===== config.mk =====
export PLATFORM = sky130hd
export DESIGN_NAME = pdc_ctrl
export DESIGN_NICKNAME = d
export VERILOG_FILES = /design/src/rtl/pdc_pkg.sv /design/src/rtl/pdc_err_msg.sv /design/src/rtl/pdc_ctrl.sv
export SDC_FILE = /design/constraint.sdc
export NUM_CORES = 1
export LEC_CHECK = 0
export ABC_CLOCK_PERIOD_IN_PS = 2900
export BUFFER_PORTS_ARGS = -buffer_cell sky130_fd_sc_hd__buf_2
export CELL_PAD_IN_SITES_DETAIL_PLACEMENT = 0
export CELL_PAD_IN_SITES_GLOBAL_PLACEMENT = 1
export CORE_MARGIN = 10
export CORE_UTILIZATION = 25
export DETAILED_ROUTE_END_ITERATION = 8
export PLACE_DENSITY_LB_ADDON = 0.05
export SLEW_MARGIN = 10
export SYNTH_ARGS = -nofsm -noshare
export SYNTH_HDL_FRONTEND = slang
export SYNTH_SLANG_ARGS = --single-unit
export TNS_END_PERCENT = 100

===== constraint.sdc =====
create_clock -name clock_i -period 2.9 [get_ports clock_i]
set_input_delay 0 -clock clock_i [delete_from_list [all_inputs] [get_ports clock_i]]
set_output_delay 0 -clock clock_i [all_outputs]
set_load 0.03 [all_outputs]

===== src/rtl/pdc_pkg.sv =====
// constants, field layout and helpers for the device control register block
// How it works
// bit 15 is reserved, always reads zero, writes to it are dropped
// bits 14:12 set maximum read request size, 128B to 4096B, 110/111 reserved
// fetch size for reads combines read request size with cache line size
// bits 7:5 set maximum payload, same 128B to 4096B coding, 110/111 reserved
// bit 11 no snoop enable reads zero and ignores writes
// bit 10 aux power enable is hardwired to read zero
// bit 9 phantom function enable is hardwired to read zero
// bit 8 extended tag enable is hardwired to read zero
// bit 4 relaxed ordering enable is hardwired to read zero
// bit 3 set sends nonfatal message on unsupported request at upstream port
// bit 2 set sends fatal message on a fatal error event
// bit 1 set sends nonfatal message on a nonfatal error event
// bit 0 set sends correctable message on a correctable error event
// status flags log every error whatever the reporting enables say
// reset loads 512B read request size and zero in every other field
`default_nettype none
package pdc_pkg;

	// ----------------------------------------------------------------
	// register map
	// ----------------------------------------------------------------
	localparam logic [11:0] PCIE_DEVICE_CONTROL_OFS = 12'h098;
	localparam logic [11:0] PCIE_DEVICE_STATUS_OFS  = 12'h09A;
	localparam logic [15:0] PCIE_DEVICE_CONTROL_RST = 16'h2000;
	localparam logic [15:0] PCIE_DEVICE_STATUS_RST  = 16'h0000;
	localparam logic [15:0] CTRL_WR_MASK            = 16'h70EF;
	localparam logic [15:0] STAT_W1C_MASK           = 16'h000F;
	localparam logic [15:0] RD_UNMAPPED             = 16'h0000;

	// ----------------------------------------------------------------
	// field positions
	// ----------------------------------------------------------------
	localparam int RRS_LSB       = 12;
	localparam int MPL_LSB       = 5;
	localparam int UR_REP_BIT    = 3;
	localparam int FATAL_REP_BIT = 2;
	localparam int NF_REP_BIT    = 1;
	localparam int CORR_REP_BIT  = 0;
	localparam int ST_PEND_BIT   = 5;
	localparam int ST_AUX_BIT    = 4;
	localparam int SIZE_W        = 13;
	localparam int CLS_W_DEF     = 8;
	localparam int CLS_W_MAX     = 8;

	// ----------------------------------------------------------------
	// size coding
	// ----------------------------------------------------------------
	localparam logic [2:0]        SZ_128  = 3'h0;
	localparam logic [2:0]        SZ_256  = 3'h1;
	localparam logic [2:0]        SZ_512  = 3'h2;
	localparam logic [2:0]        SZ_1024 = 3'h3;
	localparam logic [2:0]        SZ_2048 = 3'h4;
	localparam logic [2:0]        SZ_4096 = 3'h5;
	localparam logic [SIZE_W-1:0] B_128   = 13'h0080;

	// error message kinds sent upstream
	typedef enum logic [1:0] {
		MSG_CORR     = 2'h0,
		MSG_NONFATAL = 2'h1,
		MSG_FATAL    = 2'h3
	} pdc_msg_t;

	// size code to bytes; reserved codes fall back to the smallest size
	function automatic logic [SIZE_W-1:0] pdc_size_bytes(input logic [2:0] code);
		logic [SIZE_W-1:0] res;
		res = B_128;
		if (code <= SZ_4096)
			res = B_128 << code;
		return res;
	endfunction : pdc_size_bytes

endpackage : pdc_pkg
`default_nettype wire


===== src/rtl/pdc_err_msg.sv =====
// error message emitter: queues one request per kind, sends most severe first
`default_nettype none
module pdc_err_msg
	import pdc_pkg::*;
(
	input  wire logic     clock_i,          // core clock
	input  wire logic     reset_i,          // synchronous reset, active high
	input  wire logic     req_fatal_i,      // fatal report request pulse
	input  wire logic     req_nonfatal_i,   // nonfatal report request pulse
	input  wire logic     req_corr_i,       // correctable report request pulse
	input  wire logic     msg_ready_i,      // upstream takes message
	output logic          msg_valid_o,      // message offered
	output var pdc_msg_t  msg_type_o        // message kind
);

	// ----------------------------------------------------------------
	// state
	// ----------------------------------------------------------------
	typedef enum logic [1:0] {
		ST_IDLE = 2'b01,
		ST_SEND = 2'b10
	} pdc_em_state_t;

	pdc_em_state_t state;
	pdc_em_state_t next_state;
	logic [2:0]    pend;
	logic [2:0]    req;
	logic [2:0]    done;
	logic          take;

	assign req         = {req_fatal_i, req_nonfatal_i, req_corr_i};
	assign msg_valid_o = (state == ST_SEND);
	assign take        = msg_valid_o & msg_ready_i;

	// ----------------------------------------------------------------
	// pending requests, a new request beats the clear
	// ----------------------------------------------------------------
	always_comb
	begin
		done = 3'h0;
		if (take)
		begin
			case (msg_type_o)
				MSG_FATAL:    done = 3'h4;
				MSG_NONFATAL: done = 3'h2;
				default:      done = 3'h1;
			endcase
		end
	end

	always_ff @(posedge clock_i)
	begin
		if (reset_i)
			pend <= 3'h0;
		else
			pend <= (pend & ~done) | req;
	end

	always_comb
	begin
		case (state)
			ST_IDLE: next_state = (pend != 3'h0) ? ST_SEND : ST_IDLE;
			ST_SEND: next_state = take ? ST_IDLE : ST_SEND;
			default: next_state = ST_IDLE;
		endcase
	end

	always_ff @(posedge clock_i)
	begin
		if (reset_i)
			state <= ST_IDLE;
		else
			state <= next_state;
	end

	// kind is latched on entry to send and held until taken
	always_ff @(posedge clock_i)
	begin
		if (reset_i)
			msg_type_o <= MSG_CORR;
		else if (state == ST_IDLE)
		begin
			if (pend[2])
				msg_type_o <= MSG_FATAL;
			else if (pend[1])
				msg_type_o <= MSG_NONFATAL;
			else
				msg_type_o <= MSG_CORR;
		end
	end

endmodule : pdc_err_msg
`default_nettype wire


===== src/rtl/pdc_ctrl.sv =====
// device control and status registers with error reporting and fetch sizing
`default_nettype none
module pdc_ctrl
	import pdc_pkg::*;
#(
	parameter int CLS_W = CLS_W_DEF
)
(
	input  wire logic              clock_i,           // core clock
	input  wire logic              reset_i,           // synchronous reset, active high
	input  wire logic [11:0]       cfg_addr_i,        // config byte address
	input  wire logic              cfg_wr_i,          // config write strobe
	input  wire logic              cfg_rd_i,          // config read strobe
	input  wire logic [1:0]        cfg_be_i,          // byte enables
	input  wire logic [15:0]       cfg_wdata_i,       // write data
	output logic [15:0]            cfg_rdata_o,       // read data
	output logic                   cfg_ack_o,         // access done
	input  wire logic [CLS_W-1:0]  cache_line_size_i, // cache line size, dwords
	input  wire logic              ur_event_i,        // unsupported request pulse
	input  wire logic              fatal_event_i,     // fatal error pulse
	input  wire logic              nonfatal_event_i,  // nonfatal error pulse
	input  wire logic              corr_event_i,      // correctable error pulse
	input  wire logic              pending_i,         // non-posted pending, async
	input  wire logic              aux_power_i,       // aux power present, async
	input  wire logic              msg_ready_i,       // upstream takes message
	output logic                   msg_valid_o,       // error message offered
	output var pdc_msg_t           msg_type_o,        // error message kind
	output logic [2:0]             max_read_req_size_o, // read request code
	output logic [2:0]             max_payload_limit_o, // payload code
	output logic [SIZE_W-1:0]      fetch_bytes_o,     // bytes per read fetch
	output logic [SIZE_W-1:0]      payload_bytes_o,   // bytes per payload
	output logic [3:0]             report_en_o        // ur, fatal, nonfatal, corr
);

	// ----------------------------------------------------------------
	// elaboration check
	// ----------------------------------------------------------------
	if (CLS_W < 1 || CLS_W > CLS_W_MAX)
	begin : g_bad_cls
		$error("pdc_ctrl: CLS_W out of range");
	end

	// ----------------------------------------------------------------
	// declarations
	// ----------------------------------------------------------------
	logic [15:0]       ctrl;
	logic [15:0]       next_ctrl;
	logic [3:0]        stat_err;
	logic [15:0]       stat_view;
	logic [15:0]       lane_mask;
	logic              hit_ctrl;
	logic              hit_stat;
	logic              wr_ctrl;
	logic              wr_stat;
	logic [3:0]        err_set;
	logic [3:0]        err_clr;
	logic [1:0]        pend_sync;
	logic [1:0]        aux_sync;
	logic              rep_fatal;
	logic              rep_nonfatal;
	logic              rep_corr;
	logic [SIZE_W-1:0] rrs_bytes;
	logic [SIZE_W-1:0] cls_bytes;
	logic [SIZE_W-1:0] next_fetch;

	// ----------------------------------------------------------------
	// address decode
	// ----------------------------------------------------------------
	assign hit_ctrl  = (cfg_addr_i == PCIE_DEVICE_CONTROL_OFS);
	assign hit_stat  = (cfg_addr_i == PCIE_DEVICE_STATUS_OFS);
	assign wr_ctrl   = cfg_wr_i & hit_ctrl;
	assign wr_stat   = cfg_wr_i & hit_stat;
	assign lane_mask = {{8{cfg_be_i[1]}}, {8{cfg_be_i[0]}}};

	// ----------------------------------------------------------------
	// device control register
	// ----------------------------------------------------------------
	// only writable fields take data; reserved and fixed bits stay zero
	always_comb
	begin
		next_ctrl = ctrl;
		if (wr_ctrl)
			next_ctrl = (ctrl & ~(CTRL_WR_MASK & lane_mask))
				| (cfg_wdata_i & CTRL_WR_MASK & lane_mask);
	end

	always_ff @(posedge clock_i)
	begin
		if (reset_i)
			ctrl <= PCIE_DEVICE_CONTROL_RST;
		else
			ctrl <= next_ctrl;
	end

	// ----------------------------------------------------------------
	// pin synchronisers
	// ----------------------------------------------------------------
	always_ff @(posedge clock_i)
	begin
		if (reset_i)
		begin
			pend_sync <= 2'h0;
			aux_sync  <= 2'h0;
		end
		else
		begin
			pend_sync <= {pend_sync[0], pending_i};
			aux_sync  <= {aux_sync[0], aux_power_i};
		end
	end

	// ----------------------------------------------------------------
	// device status error flags, write one to clear, set wins
	// ----------------------------------------------------------------
	assign err_set = {ur_event_i, fatal_event_i, nonfatal_event_i, corr_event_i};
	assign err_clr = (wr_stat && cfg_be_i[0]) ? (cfg_wdata_i[3:0] & STAT_W1C_MASK[3:0]) : 4'h0;

	always_ff @(posedge clock_i)
	begin
		if (reset_i)
			stat_err <= PCIE_DEVICE_STATUS_RST[3:0];
		else
			stat_err <= (stat_err & ~err_clr) | err_set;
	end

	always_comb
	begin
		stat_view              = PCIE_DEVICE_STATUS_RST;
		stat_view[3:0]         = stat_err;
		stat_view[ST_AUX_BIT]  = aux_sync[1];
		stat_view[ST_PEND_BIT] = pend_sync[1];
	end

	// ----------------------------------------------------------------
	// configuration read path
	// ----------------------------------------------------------------
	always_ff @(posedge clock_i)
	begin
		if (reset_i)
		begin
			cfg_ack_o   <= 1'b0;
			cfg_rdata_o <= RD_UNMAPPED;
		end
		else
		begin
			cfg_ack_o <= cfg_wr_i | cfg_rd_i;
			if (cfg_rd_i && hit_ctrl)
				cfg_rdata_o <= ctrl & lane_mask;
			else if (cfg_rd_i && hit_stat)
				cfg_rdata_o <= stat_view & lane_mask;
			else
				cfg_rdata_o <= RD_UNMAPPED;
		end
	end

	// ----------------------------------------------------------------
	// error reporting
	// ----------------------------------------------------------------
	assign rep_fatal    = fatal_event_i & ctrl[FATAL_REP_BIT];
	assign rep_nonfatal = (ur_event_i & ctrl[UR_REP_BIT])
		| (nonfatal_event_i & ctrl[NF_REP_BIT]);
	assign rep_corr     = corr_event_i & ctrl[CORR_REP_BIT];

	pdc_err_msg u_err_msg (
		.clock_i        (clock_i),
		.reset_i        (reset_i),
		.req_fatal_i    (rep_fatal),
		.req_nonfatal_i (rep_nonfatal),
		.req_corr_i     (rep_corr),
		.msg_ready_i    (msg_ready_i),
		.msg_valid_o    (msg_valid_o),
		.msg_type_o     (msg_type_o)
	);

	// ----------------------------------------------------------------
	// size limits and fetch sizing
	// ----------------------------------------------------------------
	assign rrs_bytes  = pdc_size_bytes(ctrl[RRS_LSB +: 3]);
	assign cls_bytes  = SIZE_W'({cache_line_size_i, 2'b00});

	// fetch one cache line when it is set and smaller than the request cap
	always_comb
	begin
		next_fetch = rrs_bytes;
		if (cls_bytes != '0 && cls_bytes < rrs_bytes)
			next_fetch = cls_bytes;
	end

	always_ff @(posedge clock_i)
	begin
		if (reset_i)
		begin
			max_read_req_size_o <= PCIE_DEVICE_CONTROL_RST[RRS_LSB +: 3];
			max_payload_limit_o <= PCIE_DEVICE_CONTROL_RST[MPL_LSB +: 3];
			fetch_bytes_o       <= pdc_size_bytes(PCIE_DEVICE_CONTROL_RST[RRS_LSB +: 3]);
			payload_bytes_o     <= pdc_size_bytes(PCIE_DEVICE_CONTROL_RST[MPL_LSB +: 3]);
			report_en_o         <= PCIE_DEVICE_CONTROL_RST[3:0];
		end
		else
		begin
			max_read_req_size_o <= ctrl[RRS_LSB +: 3];
			max_payload_limit_o <= ctrl[MPL_LSB +: 3];
			fetch_bytes_o       <= next_fetch;
			payload_bytes_o     <= pdc_size_bytes(ctrl[MPL_LSB +: 3]);
			report_en_o         <= ctrl[3:0];
		end
	end

endmodule : pdc_ctrl
`default_nettype wire


-- Word-level counts from Yosys, hierarchy flattened
Cells that the tools add are included.
- magnitude comparators: 3
- equal/unequal tests: 6
- shift-type cells: 2
- mux-type cells: 12
- bitwise operators: 22
- reductions and logical operators: 8
- operator list (kind ; number):
    $and A16 B16 Y16 ; 2
    $mux W16 ; 2
    $shl A8 B3 Y13 const A ; 2
    $eq A12 B8 Y1 const B ; 2
    $and A15 B16 Y16 ; 1
    $and A6 B16 Y16 ; 1
    $not A15 Y16 ; 1
    $or A16 B16 Y16 ; 1
    $lt A10 B13 Y1 ; 1
    $mux W13 ; 1
    $reduce_bool A13 Y1 ; 1
    $mux W10 ; 1
    $and A1 B1 Y1 ; 7
    $le A3 B3 Y1 const B ; 2
    $mux W2 ; 3
    $pmux W3 S2 ; 1
    $and A4 B4 Y4 ; 1
    $eq A2 B1 Y1 const B ; 2
    $eq A2 B2 Y1 const B ; 2
    $logic_and A1 B1 Y1 ; 4
    $mux W4 ; 1
    $not A4 Y4 ; 1
    $or A4 B4 Y4 ; 1
    $pmux W2 S2 ; 1
    9 further kinds ; 11
- bits in registers: 84
- output and inout port bits: 56
- logic and storage cells: 68

-- Depth between registers and ports, before layout
- depth after elaboration: 7
- mapped depth: 7
- mapped depth without buffers: 7

-- Cells and area by module
Synthesis repeated with hierarchy kept, for this count alone.
- cell total of the unflattened synthesis: 233
- area, all modules: 2393.5 um2
- modules (own cells, without submodules) (module ; times used ; cells an instance ; area an instance (um2) ; seq. area each (um2)):
    pdc_ctrl ; 1 ; 202 ; 2097.0 ; 1141.1
    pdc_err_msg ; 1 ; 31 ; 296.5 ; 140.1

-- Worst setup path after synthesis
OpenSTA, ideal clock, no wires.
- path kind: reg2reg
- from: register with a tool-made name
- to: register fetch_bytes_o[10]
- setup time: 0.059 ns
- arrival time: 1.922 ns
- required time: 2.841 ns
- slack: 0.919 ns
- stages on the path, launching flop included: 8
- path through: dfxtp_1 > inv_1 > or3_1 > ha_1 > o211ai_1 > a221oi_4 > or2_1 > and3_1
- RTL lines (item ; line ; text):
    end signal, assigned ; pdc_ctrl.sv:195 ; fetch_bytes_o <= pdc_size_bytes(PCIE_DEVICE_CONTROL_RST[RRS_LSB +: 3]);
    end signal, assigned ; pdc_ctrl.sv:203 ; fetch_bytes_o <= next_fetch;
    end, declared ; pdc_ctrl.sv:30 ; output logic [SIZE_W-1:0] fetch_bytes_o,

==> results.cfg <==
[yosys]
yosys-top-cells-count = 64 x dfxtp_1, 16 x buf_4, 15 x inv_1, 15 x nor2_1, 13 x a21oi_1
synth_flop_cell = dfxtp_1
synth_cell_types = 46
yosys.area.top_type_share_pct = 52.4
synth_seq_cells = 64
syn-instance-count = 242
synth.most_common_cell = dfxtp_1
syn_avg_cell_area_um2 = 10.1
yosysWarnings = 0
synth_edf_count = 0
synth_area_leaders = dfxtp_1 52%, buf_4 4.9%, a21oi_1 2.7%
yosysSeqAreaShare_pct = 52.4
synth_area_leader_cell = dfxtp_1
synth_area_um2 = 2440
async_flop_share_pct = 0

[final_layout]
postLayoutCellArea_um2 = 3390
drive_gt1_share_pct = 31.2
layout.nets = 411
nFillCells = 1046
syn2layout_area_growth_pct = 38.5

[clock_tree]
clkLatencyLatePin_ns = 0.34
ctsRootBufferMaster = clkbuf_8
htree_levels = 3
cts_buffer_depth = 2
cts_resized = 0
clkTransAtPathRegs_ns = 0.07
cts_hold_buf = 27
cts_made_buffers = 9
post-cts-setup-buffer-count = 0
cts_tree = built
clock_sinks = 64

[floorplan]
core_um2 = 9640
ioPinCount = 105
rows = 36
initial_utilization_pct = 25.4
die_area_um2 = 14100
die-height_um = 119
die_x_um = 119

[timing]
worst_hold_slack_ns = 0.0168
finalSetupViolations = 0
slew_headroom_pct = 55.7
finalClockSkew_ns = 0.00641
layout_min_cycle_time_ns = 2.26
fin_crit_sh_pct = 78.0
fmax_ghz = 0.442
tns_ns = 0
slew_viol_final = 0
hold_violations = 0
worst_slew_pin_slew_ns = 0.663
rsz0062_at_grt = false

[setup_path]
startpoint_type = register
crit_fanout = 10
rr_worst_depth = 7
critPathMaxStageDelay_ns = 0.50
crit_path_cell_trace = inv_1 > or3_1 > ha_1 > o211ai_1 > a221oi_4 > or2_1 > a31oi_1
reg2reg_slack_ns = 0.64
cp_slowest_cell = a221oi_4
crit_path_end = fetch_bytes_o[9]$_SDFF_PP1_
cp.arrival_ns = 2.47
r2r_end = fetch_bytes_o[9]$_SDFF_PP1_
required_ns = 3.11
endpoint_kind = register
worst-setup-path-type = reg -> reg

[routing]
dr.first_iter.drc_count = 77
vias = 2022
wl_per_cell_um = 14.1
firstDrtPassIters = 4
via_per_inst = 4.07
final_antenna_net_count = 0
drc = 0
wl_um = 7030

[power]
total_power_uw = 1710
ir_drop_mv = 0.207
power_leakage_uw = 0.00154
pwr_density_cell_nw_per_um2 = 506

[worst_hold_path]
hold_path_class = in -> reg

[global_routing]
antenna_found_initial = 1
grt_start_max_net_pins = 23
grt_pass1_wl_um = 11400
grt_overflow = 0
grtUsageTotal_pct = 10.1
grt_pass1_vias = 2151

[place]
dp_hpwl_um = 5230
gp_congestion = 0.691
port_buffers = 84
place_area_um2 = 2950

[run_status]
status = finished clean

[flow_run]
drv_cap = 0
==> layout make-up <==
type	count	area, µm²	area share (%)
diodes	2	5.00	0.148
clock buffers	10	128	3.77
clock inverters	6	36.3	1.07
inverters	16	60.1	1.77
multi-input cells	154	1010	29.9
flip-flops and latches	64	1280	37.8
well taps	133	166	4.91
repair buffers	112	698	20.6
==> cells in the final DEF (no fill, tap or decap), types with 2 or more instances in the layout <==
master and count:
nand3_1 10, nor4_1 2, nor2_1 15, conb_1 14
clkinv_2 4, a22o_1 5, nor3_1 7, a22oi_1 2
inv_1 15, nand2_1 12, nor3b_1 8, and3_1 4
nand2b_1 3, o31ai_1 2, or4_4 2, nor4_4 2
nand4_1 2, dfxtp_1 64, a311oi_1 4, dlygate4sd3_1 27
a21oi_1 13, mux2i_1 4, buf_2 84, diode_2 2
nor2b_1 9, o21ai_0 9, ha_1 5, or3_1 2
a211oi_1 2, clkbuf_8 9
==> routing by layer <==
metal / global-route usage (%) / part of all wire, % / wire length [µm]
met4: 3.21 / 1.3 / 93
met3: 4.49 / 6.0 / 419
met2: 14.3 / 42 / 2960
met1: 13.3 / 51 / 3550
met5: 0 / 0 / 0
==> logic make-up after synthesis <==
| kind of cell | share of synthesized area, % |
|---|---|
| other | 0.153 |
| DFF | 52.4 |
| adders and majority gates | 2.56 |
| buffers and inverters | 8.19 |
| and+or+nand+nor | 23.5 |
| AOI/OAI and AO/OA | 11.5 |
| muxes | 1.64 |
==> metrics by stage <==
step | setup WS [ns] | std cells | util [%]
after floorplan | 0.919 | 255 | -
after global placement | 0.635 | 452 | 30.6
after detailed placement | 0.649 | 452 | 30.6
after CTS | 0.639 | 495 | 35.1
after global routing | 0.431 | 495 | 35.1
final | 0.638 | 497 | 35.1
==> critical path: cells and delay by family (launching register included) <==
family | cells | cell delay [ns]
flops | 1 | 0.44
compound gates | 3 | 0.72
buf+inv | 1 | 0.08
simple gates | 2 | 0.60
fa+ha+maj | 1 | 0.29
==> how the worst min path moves through the flow <==
| stage | from | to | slack (ns) | cells after the start |
|---|---|---|---|---|
| 2_1_floorplan | cfg_wdata_i[1] | stat_err[1]$_SDFF_PP0_ | 0.11 | 1 |
| 3_3_place_gp | aux_power_i | aux_sync[0]$_SDFF_PP0_ | 0.21 | 2 |
| 3_5_place_dp | aux_power_i | aux_sync[0]$_SDFF_PP0_ | 0.22 | 2 |
| 4_1_cts | cache_line_size_i[7] | fetch_bytes_o[9]$_SDFF_PP1_ | 0.003 | 3 |
| 5_1_grt | cache_line_size_i[7] | fetch_bytes_o[9]$_SDFF_PP1_ | 0.04 | 3 |
| 6_report | nonfatal_event_i | u_err_msg.pend[1]$_SDFF_PP0_ | 0.02 | 3 |
==> power by group <==
group	total [µW]	leakage, µW	switching (µW)	internal (µW)
logic	165	0.000939	95.6	69.3
clock network	652	0.0000858	346	305
registers	896	0.000520	3.70	892
Power figures use the tool's default switching activity.
